$ cat src/common/mbfu_regs.vh
// Purpose: Register offsets, field positions and counts for the block unit
// Assumes: Included by core/mbfu_core.v and the testbench top
// Notes: Offsets are byte offsets within the unit's 4 KB window
`ifndef MBFU_REGS_VH
`define MBFU_REGS_VH
`define MBFU_OFF_STATUS 12'h000
`define MBFU_OFF_CTRL 12'h100
`define MBFU_OFF_ADDR1 12'h200
`define MBFU_OFF_ADDR2 12'h300
`define MBFU_OFF_ERRADR 12'h400
`define MBFU_OFF_ERRVEC 12'h500
`define MBFU_OFF_CTGT 12'h600
`define MBFU_OFF_MTGT 12'h700
`define MBFU_OFF_LOCK 12'h800
`define MBFU_CT_P0CNT 0
`define MBFU_CT_P1CNT 8
`define MBFU_CT_RSEL 16
`define MBFU_CT_SPH 24
`define MBFU_CT_CMD1 32
`define MBFU_CT_B1INC 44
`define MBFU_CT_B1ZERO 45
`define MBFU_CT_B1SEL 46
`define MBFU_CT_B1CMD 47
`define MBFU_CT_CMD2 48
`define MBFU_CT_B2INC 60
`define MBFU_CT_B2ZERO 61
`define MBFU_CT_A2SEL 62
`define MBFU_CT_A2CMD 63
`define MBFU_TG_TARGET 32
`define MBFU_CTGT_MASK 64'hFFFFFFFF0000FFFF
`define MBFU_MTGT_MASK 64'h0000FFFF0000FFFF
`define MBFU_RST_WORD 64'h0000000000000000
`define MBFU_RST_CFG 16'h0000
`define MBFU_SVC_LIMIT 4'h8
`define MBFU_PH0 2'h0
`define MBFU_PH1 2'h1
`define MBFU_PH2 2'h2
`define MBFU_PH3 2'h3
`endif

$ cat src/core/mbfu_core.v
// Purpose: Block-operation unit of a memory card, register side and
//    iteration sequencer
// Assumes: One card clock, requests arrive as one-cycle pulses
// Notes: Registers are reached through the card's uncached access port
//
// What this block does
// - Runs one or two block operations over up to 256 lines, optional irq.
// - Only a control register write starts a function.
// - Advances between lines only when idle controller or 8 commands served.
// - Lock read at 0x800 takes a free lock, returns status word.
// - Status bits 39..36 and 47..40 show lock owner identity.
// - Lock clears when the function's iterations complete, nothing else.
// - Control write accepted only while locked; writer not checked.
// - Phases 0,1 iterate, 2 completion irq, 3 error/monitor irq; 49..48.
// - Start phase field 26..24 picks entry phase, 0 or 1 only.
// - Counts in bits 7..0 and 15..8 up to 0xFF; zero runs 256 iterations.
// - Bits 23..16 give response select attached to issued transactions.
// - Control holds command one in 43..32, command two in 59..48.
// - Phase 0 second part: increment, zero, value and command selects.
// - Phase 1 second part: bit 60 increments, bit 61 zeroes.
// - Status shows module size, line size and card count minus one.
// - Status flags pending, error pending, error, enabled, function irq.
// - Status shows unit revision, board revision, station address.
// - Error captures command in 62..51, address and vector registers.
// - Completion and monitor targets with vectors are read/write.
// - With several cards the line address LSB picks the card.
// - Each iteration issues a command part then a second part.
// - First-part address advances one line per iteration.
// - Phase 0 count done leads to phase 1.
// - Phase 2 sends completion vector to programmed target.
`timescale 1ns/1ps
`include "mbfu_regs.vh"

module mbfu_core #(
   parameter [1:0] MODULE_SIZE = 2'h0,
   parameter [0:0] LINE_SIZE = 1'b0,
   parameter [0:0] CARD_COUNT_M1 = 1'b0,
   parameter [0:0] CARD_ID = 1'b0,
   // Arbitrary revision values
   parameter [3:0] UNIT_REV = 4'h1,
   parameter [3:0] BOARD_REV = 4'h1,
   parameter [3:0] STATION = 4'h0,
   parameter LINE_SHIFT = 6
) (
   input wire clock,
   input wire rst,
   input wire req_valid,
   input wire req_wr,
   input wire [11:0] req_addr,
   input wire req_line_lsb,
   input wire [3:0] req_pid,
   input wire [7:0] req_station,
   input wire [63:0] req_wdata,
   output wire rsp_valid,
   output wire [63:0] rsp_rdata,
   input wire mc_pending,
   input wire mc_cmd_done,
   output wire xfer_valid,
   input wire xfer_ready,
   output wire xfer_part_b,
   output wire [11:0] xfer_cmd,
   output wire [7:0] xfer_rsel,
   output wire [63:0] xfer_data,
   output wire irq_valid,
   input wire irq_ready,
   output wire irq_broadcast,
   output wire [15:0] irq_target,
   output wire [15:0] irq_vector,
   input wire err_valid,
   input wire [11:0] err_cmd,
   input wire [63:0] err_addr,
   input wire [15:0] err_vector,
   input wire mon_irq_req
);

   localparam [2:0] ST_IDLE = 3'h0;
   localparam [2:0] ST_PA = 3'h1;
   localparam [2:0] ST_PB = 3'h2;
   localparam [2:0] ST_P2 = 3'h3;
   localparam [2:0] ST_P3 = 3'h4;

   ////////////////////////////////////////////////////////////////////
   // State
   reg [63:0] ctrl_reg;
   reg [63:0] addr1_reg;
   reg [63:0] addr2_reg;
   reg [63:0] ctgt_reg;
   reg [63:0] mtgt_reg;
   reg [15:0] mon_cfg_reg;
   reg [63:0] err_addr_reg;
   reg [15:0] err_vec_reg;
   reg [11:0] err_cmd_reg;
   reg err_occ_reg;
   reg err_pend_reg;
   reg mon_pend_reg;
   reg lock_reg;
   reg [3:0] own_pid_reg;
   reg [7:0] own_stn_reg;
   reg [2:0] state_reg;
   reg [1:0] phase_reg;
   reg [7:0] cnt_reg;
   reg [7:0] line_reg;
   reg [3:0] svc_reg;
   reg xfer_valid_reg;
   reg xfer_part_b_reg;
   reg [11:0] xfer_cmd_reg;
   reg [63:0] xfer_data_reg;
   reg irq_valid_reg;
   reg irq_bcast_reg;
   reg [15:0] irq_target_reg;
   reg [15:0] irq_vector_reg;
   reg rsp_valid_reg;
   reg [63:0] rsp_rdata_reg;
   reg [63:0] rd_mux;

   ////////////////////////////////////////////////////////////////////
   // Decode
   // card select
   wire hit = req_valid &&
      (CARD_COUNT_M1 == 1'b0 || req_line_lsb == CARD_ID);
   wire rd = hit & ~req_wr;
   wire wr = hit & req_wr;
   wire busy = (state_reg == ST_PA) || (state_reg == ST_PB);
   wire lock_take = rd & (req_addr == `MBFU_OFF_LOCK) & ~lock_reg;
   wire ctrl_wr = wr & (req_addr == `MBFU_OFF_CTRL) & lock_reg &
      (state_reg == ST_IDLE);
   wire ph0 = (phase_reg == `MBFU_PH0);
   wire sf_irq_pend = (state_reg == ST_P2);
   wire any_pend = sf_irq_pend | err_pend_reg | mon_pend_reg;

   function [63:0] mbfu_status;
      input [3:0] pid;
      input [7:0] stn;
      begin
         mbfu_status = {1'b0, err_cmd_reg, sf_irq_pend, phase_reg, stn,
            pid, STATION, BOARD_REV, UNIT_REV, busy, err_occ_reg,
            err_pend_reg, any_pend, CARD_COUNT_M1, LINE_SIZE,
            MODULE_SIZE, mon_cfg_reg};
      end
   endfunction

   always @* begin
      case (req_addr)
         `MBFU_OFF_STATUS: rd_mux = mbfu_status(own_pid_reg, own_stn_reg);
         `MBFU_OFF_LOCK: begin
            if (lock_reg) begin
               rd_mux = mbfu_status(own_pid_reg, own_stn_reg);
            end else begin
               rd_mux = mbfu_status(req_pid, req_station);
            end
         end
         `MBFU_OFF_ERRADR: rd_mux = err_addr_reg;
         `MBFU_OFF_ERRVEC: rd_mux = {48'h000000000000, err_vec_reg};
         `MBFU_OFF_CTGT: rd_mux = ctgt_reg;
         `MBFU_OFF_MTGT: rd_mux = mtgt_reg;
         default: rd_mux = `MBFU_RST_WORD;
      endcase
   end

   ////////////////////////////////////////////////////////////////////
   // Part values
   // two commands
   wire [11:0] cmd1 = ctrl_reg[`MBFU_CT_CMD1 +: 12];
   wire [11:0] cmd2 = ctrl_reg[`MBFU_CT_CMD2 +: 12];
   wire [63:0] line_off = {56'h00000000000000, line_reg} << LINE_SHIFT;
   wire a2_cmd = ctrl_reg[`MBFU_CT_A2CMD];
   wire a2_sel = ctrl_reg[`MBFU_CT_A2SEL];
   wire [11:0] a_cmd = (ph0 | ~a2_cmd) ? cmd1 : cmd2;
   wire [63:0] a_base = (ph0 | ~a2_sel) ? addr1_reg : addr2_reg;
   wire [11:0] b_cmd = (ph0 & ~ctrl_reg[`MBFU_CT_B1CMD]) ? cmd1 : cmd2;
   wire [63:0] b_base = (ph0 & ~ctrl_reg[`MBFU_CT_B1SEL]) ?
      addr1_reg : addr2_reg;
   wire b_zero = ph0 ? ctrl_reg[`MBFU_CT_B1ZERO] :
      ctrl_reg[`MBFU_CT_B2ZERO];
   wire b_inc = ph0 ? ctrl_reg[`MBFU_CT_B1INC] : ctrl_reg[`MBFU_CT_B2INC];
   wire [63:0] b_val = (b_zero ? `MBFU_RST_WORD : b_base) +
      (b_inc ? line_off : `MBFU_RST_WORD);
   wire [7:0] cur_count = ph0 ? ctrl_reg[`MBFU_CT_P0CNT +: 8] :
      ctrl_reg[`MBFU_CT_P1CNT +: 8];
   wire last_iter = (cnt_reg == cur_count - 8'h01);
   // wait for idle controller or served quota
   wire go = ~mc_pending | (svc_reg >= `MBFU_SVC_LIMIT);

   ////////////////////////////////////////////////////////////////////
   // Registers and error capture
   // reset state
   always @(posedge clock or posedge rst) begin
      if (rst) begin
         ctrl_reg <= `MBFU_RST_WORD;
         addr1_reg <= `MBFU_RST_WORD;
         addr2_reg <= `MBFU_RST_WORD;
         ctgt_reg <= `MBFU_RST_WORD;
         mtgt_reg <= `MBFU_RST_WORD;
         mon_cfg_reg <= `MBFU_RST_CFG;
         err_addr_reg <= `MBFU_RST_WORD;
         err_vec_reg <= 16'h0000;
         err_cmd_reg <= 12'h000;
         err_occ_reg <= 1'b0;
         rsp_valid_reg <= 1'b0;
         rsp_rdata_reg <= `MBFU_RST_WORD;
      end else begin
         rsp_valid_reg <= hit;
         rsp_rdata_reg <= rd ? rd_mux : `MBFU_RST_WORD;
         if (wr) begin
            case (req_addr)
               `MBFU_OFF_STATUS: mon_cfg_reg <= req_wdata[15:0];
               `MBFU_OFF_ADDR1: addr1_reg <= req_wdata;
               `MBFU_OFF_ADDR2: addr2_reg <= req_wdata;
               `MBFU_OFF_CTGT: ctgt_reg <= req_wdata & `MBFU_CTGT_MASK;
               `MBFU_OFF_MTGT: mtgt_reg <= req_wdata & `MBFU_MTGT_MASK;
               default: begin
               end
            endcase
         end
         if (ctrl_wr) begin
            ctrl_reg <= req_wdata;
         end
         // first error kept until its interrupt is sent
         if (err_valid) begin
            err_occ_reg <= 1'b1;
            if (!err_pend_reg) begin
               err_cmd_reg <= err_cmd;
               err_addr_reg <= err_addr;
               err_vec_reg <= err_vector;
            end
         end
      end
   end

   ////////////////////////////////////////////////////////////////////
   // Sequencer
   always @(posedge clock or posedge rst) begin
      if (rst) begin
         state_reg <= ST_IDLE;
         phase_reg <= `MBFU_PH0;
         cnt_reg <= 8'h00;
         line_reg <= 8'h00;
         svc_reg <= 4'h0;
         lock_reg <= 1'b0;
         own_pid_reg <= 4'h0;
         own_stn_reg <= 8'h00;
         err_pend_reg <= 1'b0;
         mon_pend_reg <= 1'b0;
         xfer_valid_reg <= 1'b0;
         xfer_part_b_reg <= 1'b0;
         xfer_cmd_reg <= 12'h000;
         xfer_data_reg <= `MBFU_RST_WORD;
         irq_valid_reg <= 1'b0;
         irq_bcast_reg <= 1'b0;
         irq_target_reg <= 16'h0000;
         irq_vector_reg <= 16'h0000;
      end else begin
         if (lock_take) begin
            lock_reg <= 1'b1;
            own_pid_reg <= req_pid;
            own_stn_reg <= req_station;
         end
         if (mc_cmd_done && svc_reg < `MBFU_SVC_LIMIT) begin
            svc_reg <= svc_reg + 4'h1;
         end
         case (state_reg)
            ST_IDLE: begin
               if (ctrl_wr) begin
                  // entry phase, nonzero taken as 1
                  phase_reg <= (req_wdata[`MBFU_CT_SPH +: 3] == 3'h0) ?
                     `MBFU_PH0 : `MBFU_PH1;
                  cnt_reg <= 8'h00;
                  line_reg <= 8'h00;
                  svc_reg <= 4'h0;
                  state_reg <= ST_PA;
               end else if (err_pend_reg || mon_pend_reg) begin
                  phase_reg <= `MBFU_PH3;
                  state_reg <= ST_P3;
                  irq_valid_reg <= 1'b1;
                  irq_bcast_reg <= err_pend_reg;
                  irq_target_reg <= err_pend_reg ? 16'h0000 :
                     mtgt_reg[`MBFU_TG_TARGET +: 16];
                  irq_vector_reg <= err_pend_reg ? err_vec_reg :
                     mtgt_reg[15:0];
               end
            end
            ST_PA: begin
               if (!xfer_valid_reg) begin
                  if (go) begin
                     xfer_valid_reg <= 1'b1;
                     xfer_part_b_reg <= 1'b0;
                     xfer_cmd_reg <= a_cmd;
                     xfer_data_reg <= a_base + line_off;
                  end
               end else if (xfer_ready) begin
                  xfer_part_b_reg <= 1'b1;
                  xfer_cmd_reg <= b_cmd;
                  xfer_data_reg <= b_val;
                  state_reg <= ST_PB;
               end
            end
            ST_PB: begin
               if (xfer_ready) begin
                  xfer_valid_reg <= 1'b0;
                  xfer_part_b_reg <= 1'b0;
                  svc_reg <= 4'h0;
                  if (!last_iter) begin
                     cnt_reg <= cnt_reg + 8'h01;
                     line_reg <= line_reg + 8'h01;
                     state_reg <= ST_PA;
                  end else if (ph0) begin
                     phase_reg <= `MBFU_PH1;
                     cnt_reg <= 8'h00;
                     line_reg <= 8'h00;
                     state_reg <= ST_PA;
                  end else begin
                     lock_reg <= 1'b0;
                     if (ctgt_reg[`MBFU_TG_TARGET +: 16] != 16'h0000) begin
                        phase_reg <= `MBFU_PH2;
                        state_reg <= ST_P2;
                        irq_valid_reg <= 1'b1;
                        irq_bcast_reg <= 1'b0;
                        irq_target_reg <= ctgt_reg[`MBFU_TG_TARGET +: 16];
                        irq_vector_reg <= ctgt_reg[15:0];
                     end else begin
                        phase_reg <= `MBFU_PH0;
                        state_reg <= ST_IDLE;
                     end
                  end
               end
            end
            ST_P2, ST_P3: begin
               if (irq_ready) begin
                  irq_valid_reg <= 1'b0;
                  phase_reg <= `MBFU_PH0;
                  state_reg <= ST_IDLE;
                  if (state_reg == ST_P3) begin
                     if (irq_bcast_reg) begin
                        err_pend_reg <= 1'b0;
                     end else begin
                        mon_pend_reg <= 1'b0;
                     end
                  end
               end
            end
            default: begin
               state_reg <= ST_IDLE;
            end
         endcase
         // Set wins over the clear above
         if (err_valid) begin
            err_pend_reg <= 1'b1;
         end
         if (mon_irq_req) begin
            mon_pend_reg <= 1'b1;
         end
      end
   end

   ////////////////////////////////////////////////////////////////////
   // Outputs
   assign rsp_valid = rsp_valid_reg;
   assign rsp_rdata = rsp_rdata_reg;
   assign xfer_valid = xfer_valid_reg;
   assign xfer_part_b = xfer_part_b_reg;
   assign xfer_cmd = xfer_cmd_reg;
   assign xfer_data = xfer_data_reg;
   assign xfer_rsel = ctrl_reg[`MBFU_CT_RSEL +: 8];
   assign irq_valid = irq_valid_reg;
   assign irq_broadcast = irq_bcast_reg;
   assign irq_target = irq_target_reg;
   assign irq_vector = irq_vector_reg;

endmodule

$ cat config.mk
export PLATFORM = sky130hd
export DESIGN_NAME = mbfu_core
export DESIGN_NICKNAME = d
export VERILOG_FILES = /design/src/core/mbfu_core.v
export VERILOG_INCLUDE_DIRS = /design/src /design/src/common
export SDC_FILE = /design/constraint.sdc
export NUM_CORES = 2
export LEC_CHECK = 0
export ABC_AREA = 0
export BUFFER_PORTS_ARGS = -buffer_cell sky130_fd_sc_hd__buf_2
export CAP_MARGIN = 5
export CORE_MARGIN = 8
export CORE_UTILIZATION = 35
export CTS_BUF_LIST = sky130_fd_sc_hd__clkbuf_16
export DETAILED_ROUTE_END_ITERATION = 16
export SETUP_SLACK_MARGIN = 0.1
export SYNTH_ARGS = -nofsm -noshare
export SYNTH_HDL_FRONTEND = slang
export SYNTH_SLANG_ARGS = --single-unit
$ cat constraint.sdc
create_clock -name clock -period 26.9 [get_ports clock]
set_input_delay 5.38 -clock clock [delete_from_list [all_inputs] [get_ports clock]]
set_output_delay 5.38 -clock clock [all_outputs]
set_load 0.01 [all_outputs]
==> results.md <==
Clock network:
- The count of clock tree sinks is 590.
- The maximum root-to-sink buffer count is 3.
- The H-tree depth reported by CTS is 3.
- At the later pin of the worst-skew pair, clock insertion delay measures 640 ps.
- The clock input transition at the sequential cells of the worst setup and hold paths is 60 ps.
- The number of hold buffers added after CTS was 0.
- The CTS buffer count is 71.
- TritonCTS built the clock tree.
- Clock tree synthesis selected as its root buffer the cell sky130_fd_sc_hd__clkbuf_16.
- Buffers added to address setup during post-CTS repair amount to 0.
- The post-cts repair resize count is 0.

Routing:
- The final route contains 24.1k vias.
- The total wirelength of the detailed-routed design is 105 mm.
- In this run the remaining antenna-violating nets after routing total 0.
- The routed wire length per instance is 23.8 um.
- In the routed layout, each cell is associated on average with a via count of 5.48.
- The number of iterations in the first detailed-routing pass is 8.
- For this run, design rule violations remaining after detail routing come to 0.
- The detailed router finished its first iteration with 1973 violations.

Die:
- For this configuration, the core starts out at a cell density of 0.353.
- The floorplan step set the die height to 312 um.
- The die footprint is 97100 um^2.
- From left edge to right edge, the die measures 312 um.
- The number of ports placed on the die boundary is 376.
- The floorplan has 108 rows.
- The area inside the core boundary is 86800 um^2.

Worst hold path:
- The path type of the worst min-delay path is reg -> reg.
- The critical hold path startpoint is xfer_data[17].

Yosys:
- The total of warnings raised by yosys is 0.
- Each instance of the synthesized netlist takes up on average 10.6 um^2.
- The dominant combinational cell family by area after synthesis is multiplexers.
- Measured against the total synthesized area, the mux share comes to 0.200.
- The number of nets handed over by synthesis was 3109.
- The most frequently used flop master after synthesis is sky130_fd_sc_hd__dfrtp_1.
- The part of the Yosys area used for sequential elements is 0.483.
- The synthesized design contains 590 register bits.
- Of the total synthesized cell area, the portion taken by full adders, half adders and majority gates is 0.00990.
- The complex-gate fraction of the synthesized area is 0.106.
- The simple-gate area share of the yosys netlist is 0.133.
- Counting flops with an async set or reset pin after synthesis yields a share of 1.00.
- The distinct cell type count of the synthesized netlist is 92.
- The post-synthesis instance total is 2895.
- Counting flops with a built-in enable in the synthesized netlist gives 0.
- The netlist area before placement is 30600 um^2.
- The XOR/XNOR share of the synthesized area is 0.0358.

Layout:
- The area added between synthesis and finish is 17.2%.
- The total non-filler cell area in the finished layout is 35900 um^2.
- The library cell used most frequently in the layout, excluding fill and tap cells, is sky130_fd_sc_hd__dfrtp_1.
- The library cells used most frequently in the layout, excluding fill and tap cells, are sky130_fd_sc_hd__dfrtp_1, sky130_fd_sc_hd__mux2_2, sky130_fd_sc_hd__buf_2, sky130_fd_sc_hd__nand2_1, sky130_fd_sc_hd__a21oi_1.
- The layout cell share with drive strength beyond 1 is 0.306.
- The net count of the finished layout is 3404.

Worst setup path:
- For the worst setup path, the data arrival time is 9310 ps.
- The critical path starts at req_addr[7].
- The worst setup path is launched from an input port.
- The largest fanout on the critical path is 35.
- The startpoint identified for the worst register-to-register timing path is phase_reg[1].
- The critical path start-end classification is in -> reg.
- The capturing element type of the critical path is a register.
- For the worst setup path, the data required time is 27400 ps.

Timing:
- Setup violations remaining at the end of the flow were counted as 0.
- The transition at the pin with the smallest max-transition slack is 1230 ps.
- The clock period minus worst slack is 8810 ps.
- The worst-case clock skew is 45.5 ps.
- The achievable clock frequency is 113 MHz.
- Setup repair after global routing left no endpoint under its margin.
- The number of slew-limit violations in the final report is 0.
- The setup TNS is 0 ps.
- Dividing the final minimum period by the clock period gives 0.328.
- The total count of hold-check failures in the final report is 0.
- The worst pin sits at a relative slew slack of 0.173.

Run:
- Max-cap violations in this run came to 0.

GRT:
- The number of global-route vias before repair is 23.9k.
- The pin count of the biggest net entering global routing is 145.
- The number of antenna violations at the first check in global routing is 25.
- The total overflow left after global routing is 0.
- In the global route stage, overall resource usage came out at 0.208.
- The first global-routing pass estimated 158 mm of wire.

Power and ir drop:
- The maximum resistive drop on vdd is 0.0604 mV.
- The power density relative to cell area is 69.9 nW/um^2.
- The static leakage power is 16.6 nW.

Placement:
- At the end of routability-driven placement, the weighted congestion stood at 0.903.
- The HPWL after detailed placement is 74.2 mm.
- Buffers placed on the I/O ports in this run total 374.
- Once placement finished, the instance area stood at 33500 um^2.

Run status:
- The flow ran to the end, and the final reports show no timing, DRC or antenna violations.
## synth_stat cells, types with 14 or more instances
library cell,n,area [um^2]
sky130_fd_sc_hd__dfrtp_1,590,14800
sky130_fd_sc_hd__mux2_2,425,4790
sky130_fd_sc_hd__nand2_1,341,1280
sky130_fd_sc_hd__a21oi_1,167,836
sky130_fd_sc_hd__nor2_1,166,623
sky130_fd_sc_hd__clkbuf_1,135,507
sky130_fd_sc_hd__mux2i_1,132,1320
sky130_fd_sc_hd__o21ai_0,126,631
sky130_fd_sc_hd__nand3_1,83,415
sky130_fd_sc_hd__xnor2_1,70,613
sky130_fd_sc_hd__xor2_1,55,482
sky130_fd_sc_hd__nor3_1,52,260
sky130_fd_sc_hd__inv_1,39,146
sky130_fd_sc_hd__nand4_1,36,225
sky130_fd_sc_hd__a22oi_1,32,240
sky130_fd_sc_hd__buf_1,31,116
sky130_fd_sc_hd__nor4_1,28,175
sky130_fd_sc_hd__and3_1,26,163
sky130_fd_sc_hd__nor3b_1,22,165
sky130_fd_sc_hd__ha_1,21,263
sky130_fd_sc_hd__a31oi_1,20,125
sky130_fd_sc_hd__buf_2,19,95.1
sky130_fd_sc_hd__a21o_1,16,120
sky130_fd_sc_hd__a22o_1,16,140
sky130_fd_sc_hd__or3_1,16,100
sky130_fd_sc_hd__nor2b_1,15,93.8
sky130_fd_sc_hd__a222oi_1,14,140
## metrics by stage
stage	hold slack (ps)	cells	power, mW	util	worst slack [ps]
floorplan	440	2895	1.40	-	5010
global placement	459	4272	1.57	0.387	17310
detailed placement	456	4272	1.58	0.387	17320
CTS	476	4399	2.54	0.413	17960
global route	484	4400	2.62	0.413	17930
finish	470	4406	2.51	0.413	18090
## path summary, 6_finish.rpt
check,end,slack [ps],depth (start not counted)
setup / recovery,irq_vector[7],18090,11
hold / removal,xfer_data[17],470,1
setup reg to reg,xfer_data[60],21450,12
hold reg to reg,xfer_data[17],470,1
max in group asynchronous,xfer_data[32],19020,5
min in group asynchronous,rsp_rdata[33],4830,2
## final cells by class
cell class	instances	area (um^2)
fill	8528	50900
multi-input combinational	2066	14900
sequential	590	14800
timing repair buffer	421	2240
clock buffer	71	1780
tap	1155	1450
clock inverter	56	527
inverter	40	158
antenna	7	17.5
## layer usage
metal,part of all wire,track usage,up-vias
li1,-,-,11000
met1,0.44,0.283,12100
met2,0.46,0.330,903
met3,0.085,0.0605,138
met4,0.017,0.0382,18
met5,0.0011,0,-
## power breakdown
part           switching, mW  total, mW  internal, mW
clock                  0.407      0.944         0.537
combinational          0.276      0.476         0.200
sequential            0.0858       1.09          1.00
## kinds of logic (layout without fill, tap and decap cells)
group	Yosys count	in the layout
buf+inv	239	588
other cells	0	7
flops	590	590
compound gates	510	510
fa+ha+maj	23	23
xor+xnor	125	125
simple gates	850	850
mux	558	558
## worst max-delay path: stages
cell	delay [ps]
sky130_fd_sc_hd__buf_2	100
sky130_fd_sc_hd__nor4_1	760
sky130_fd_sc_hd__nor4bb_1	540
sky130_fd_sc_hd__buf_4	220
sky130_fd_sc_hd__nand4b_1	570
sky130_fd_sc_hd__and2_1	390
sky130_fd_sc_hd__o21ai_0	150
sky130_fd_sc_hd__o31ai_1	150
sky130_fd_sc_hd__nand2_2	100
sky130_fd_sc_hd__buf_4	520
sky130_fd_sc_hd__mux2_2	400
Note: power is estimated with default switching activity, not from simulation.
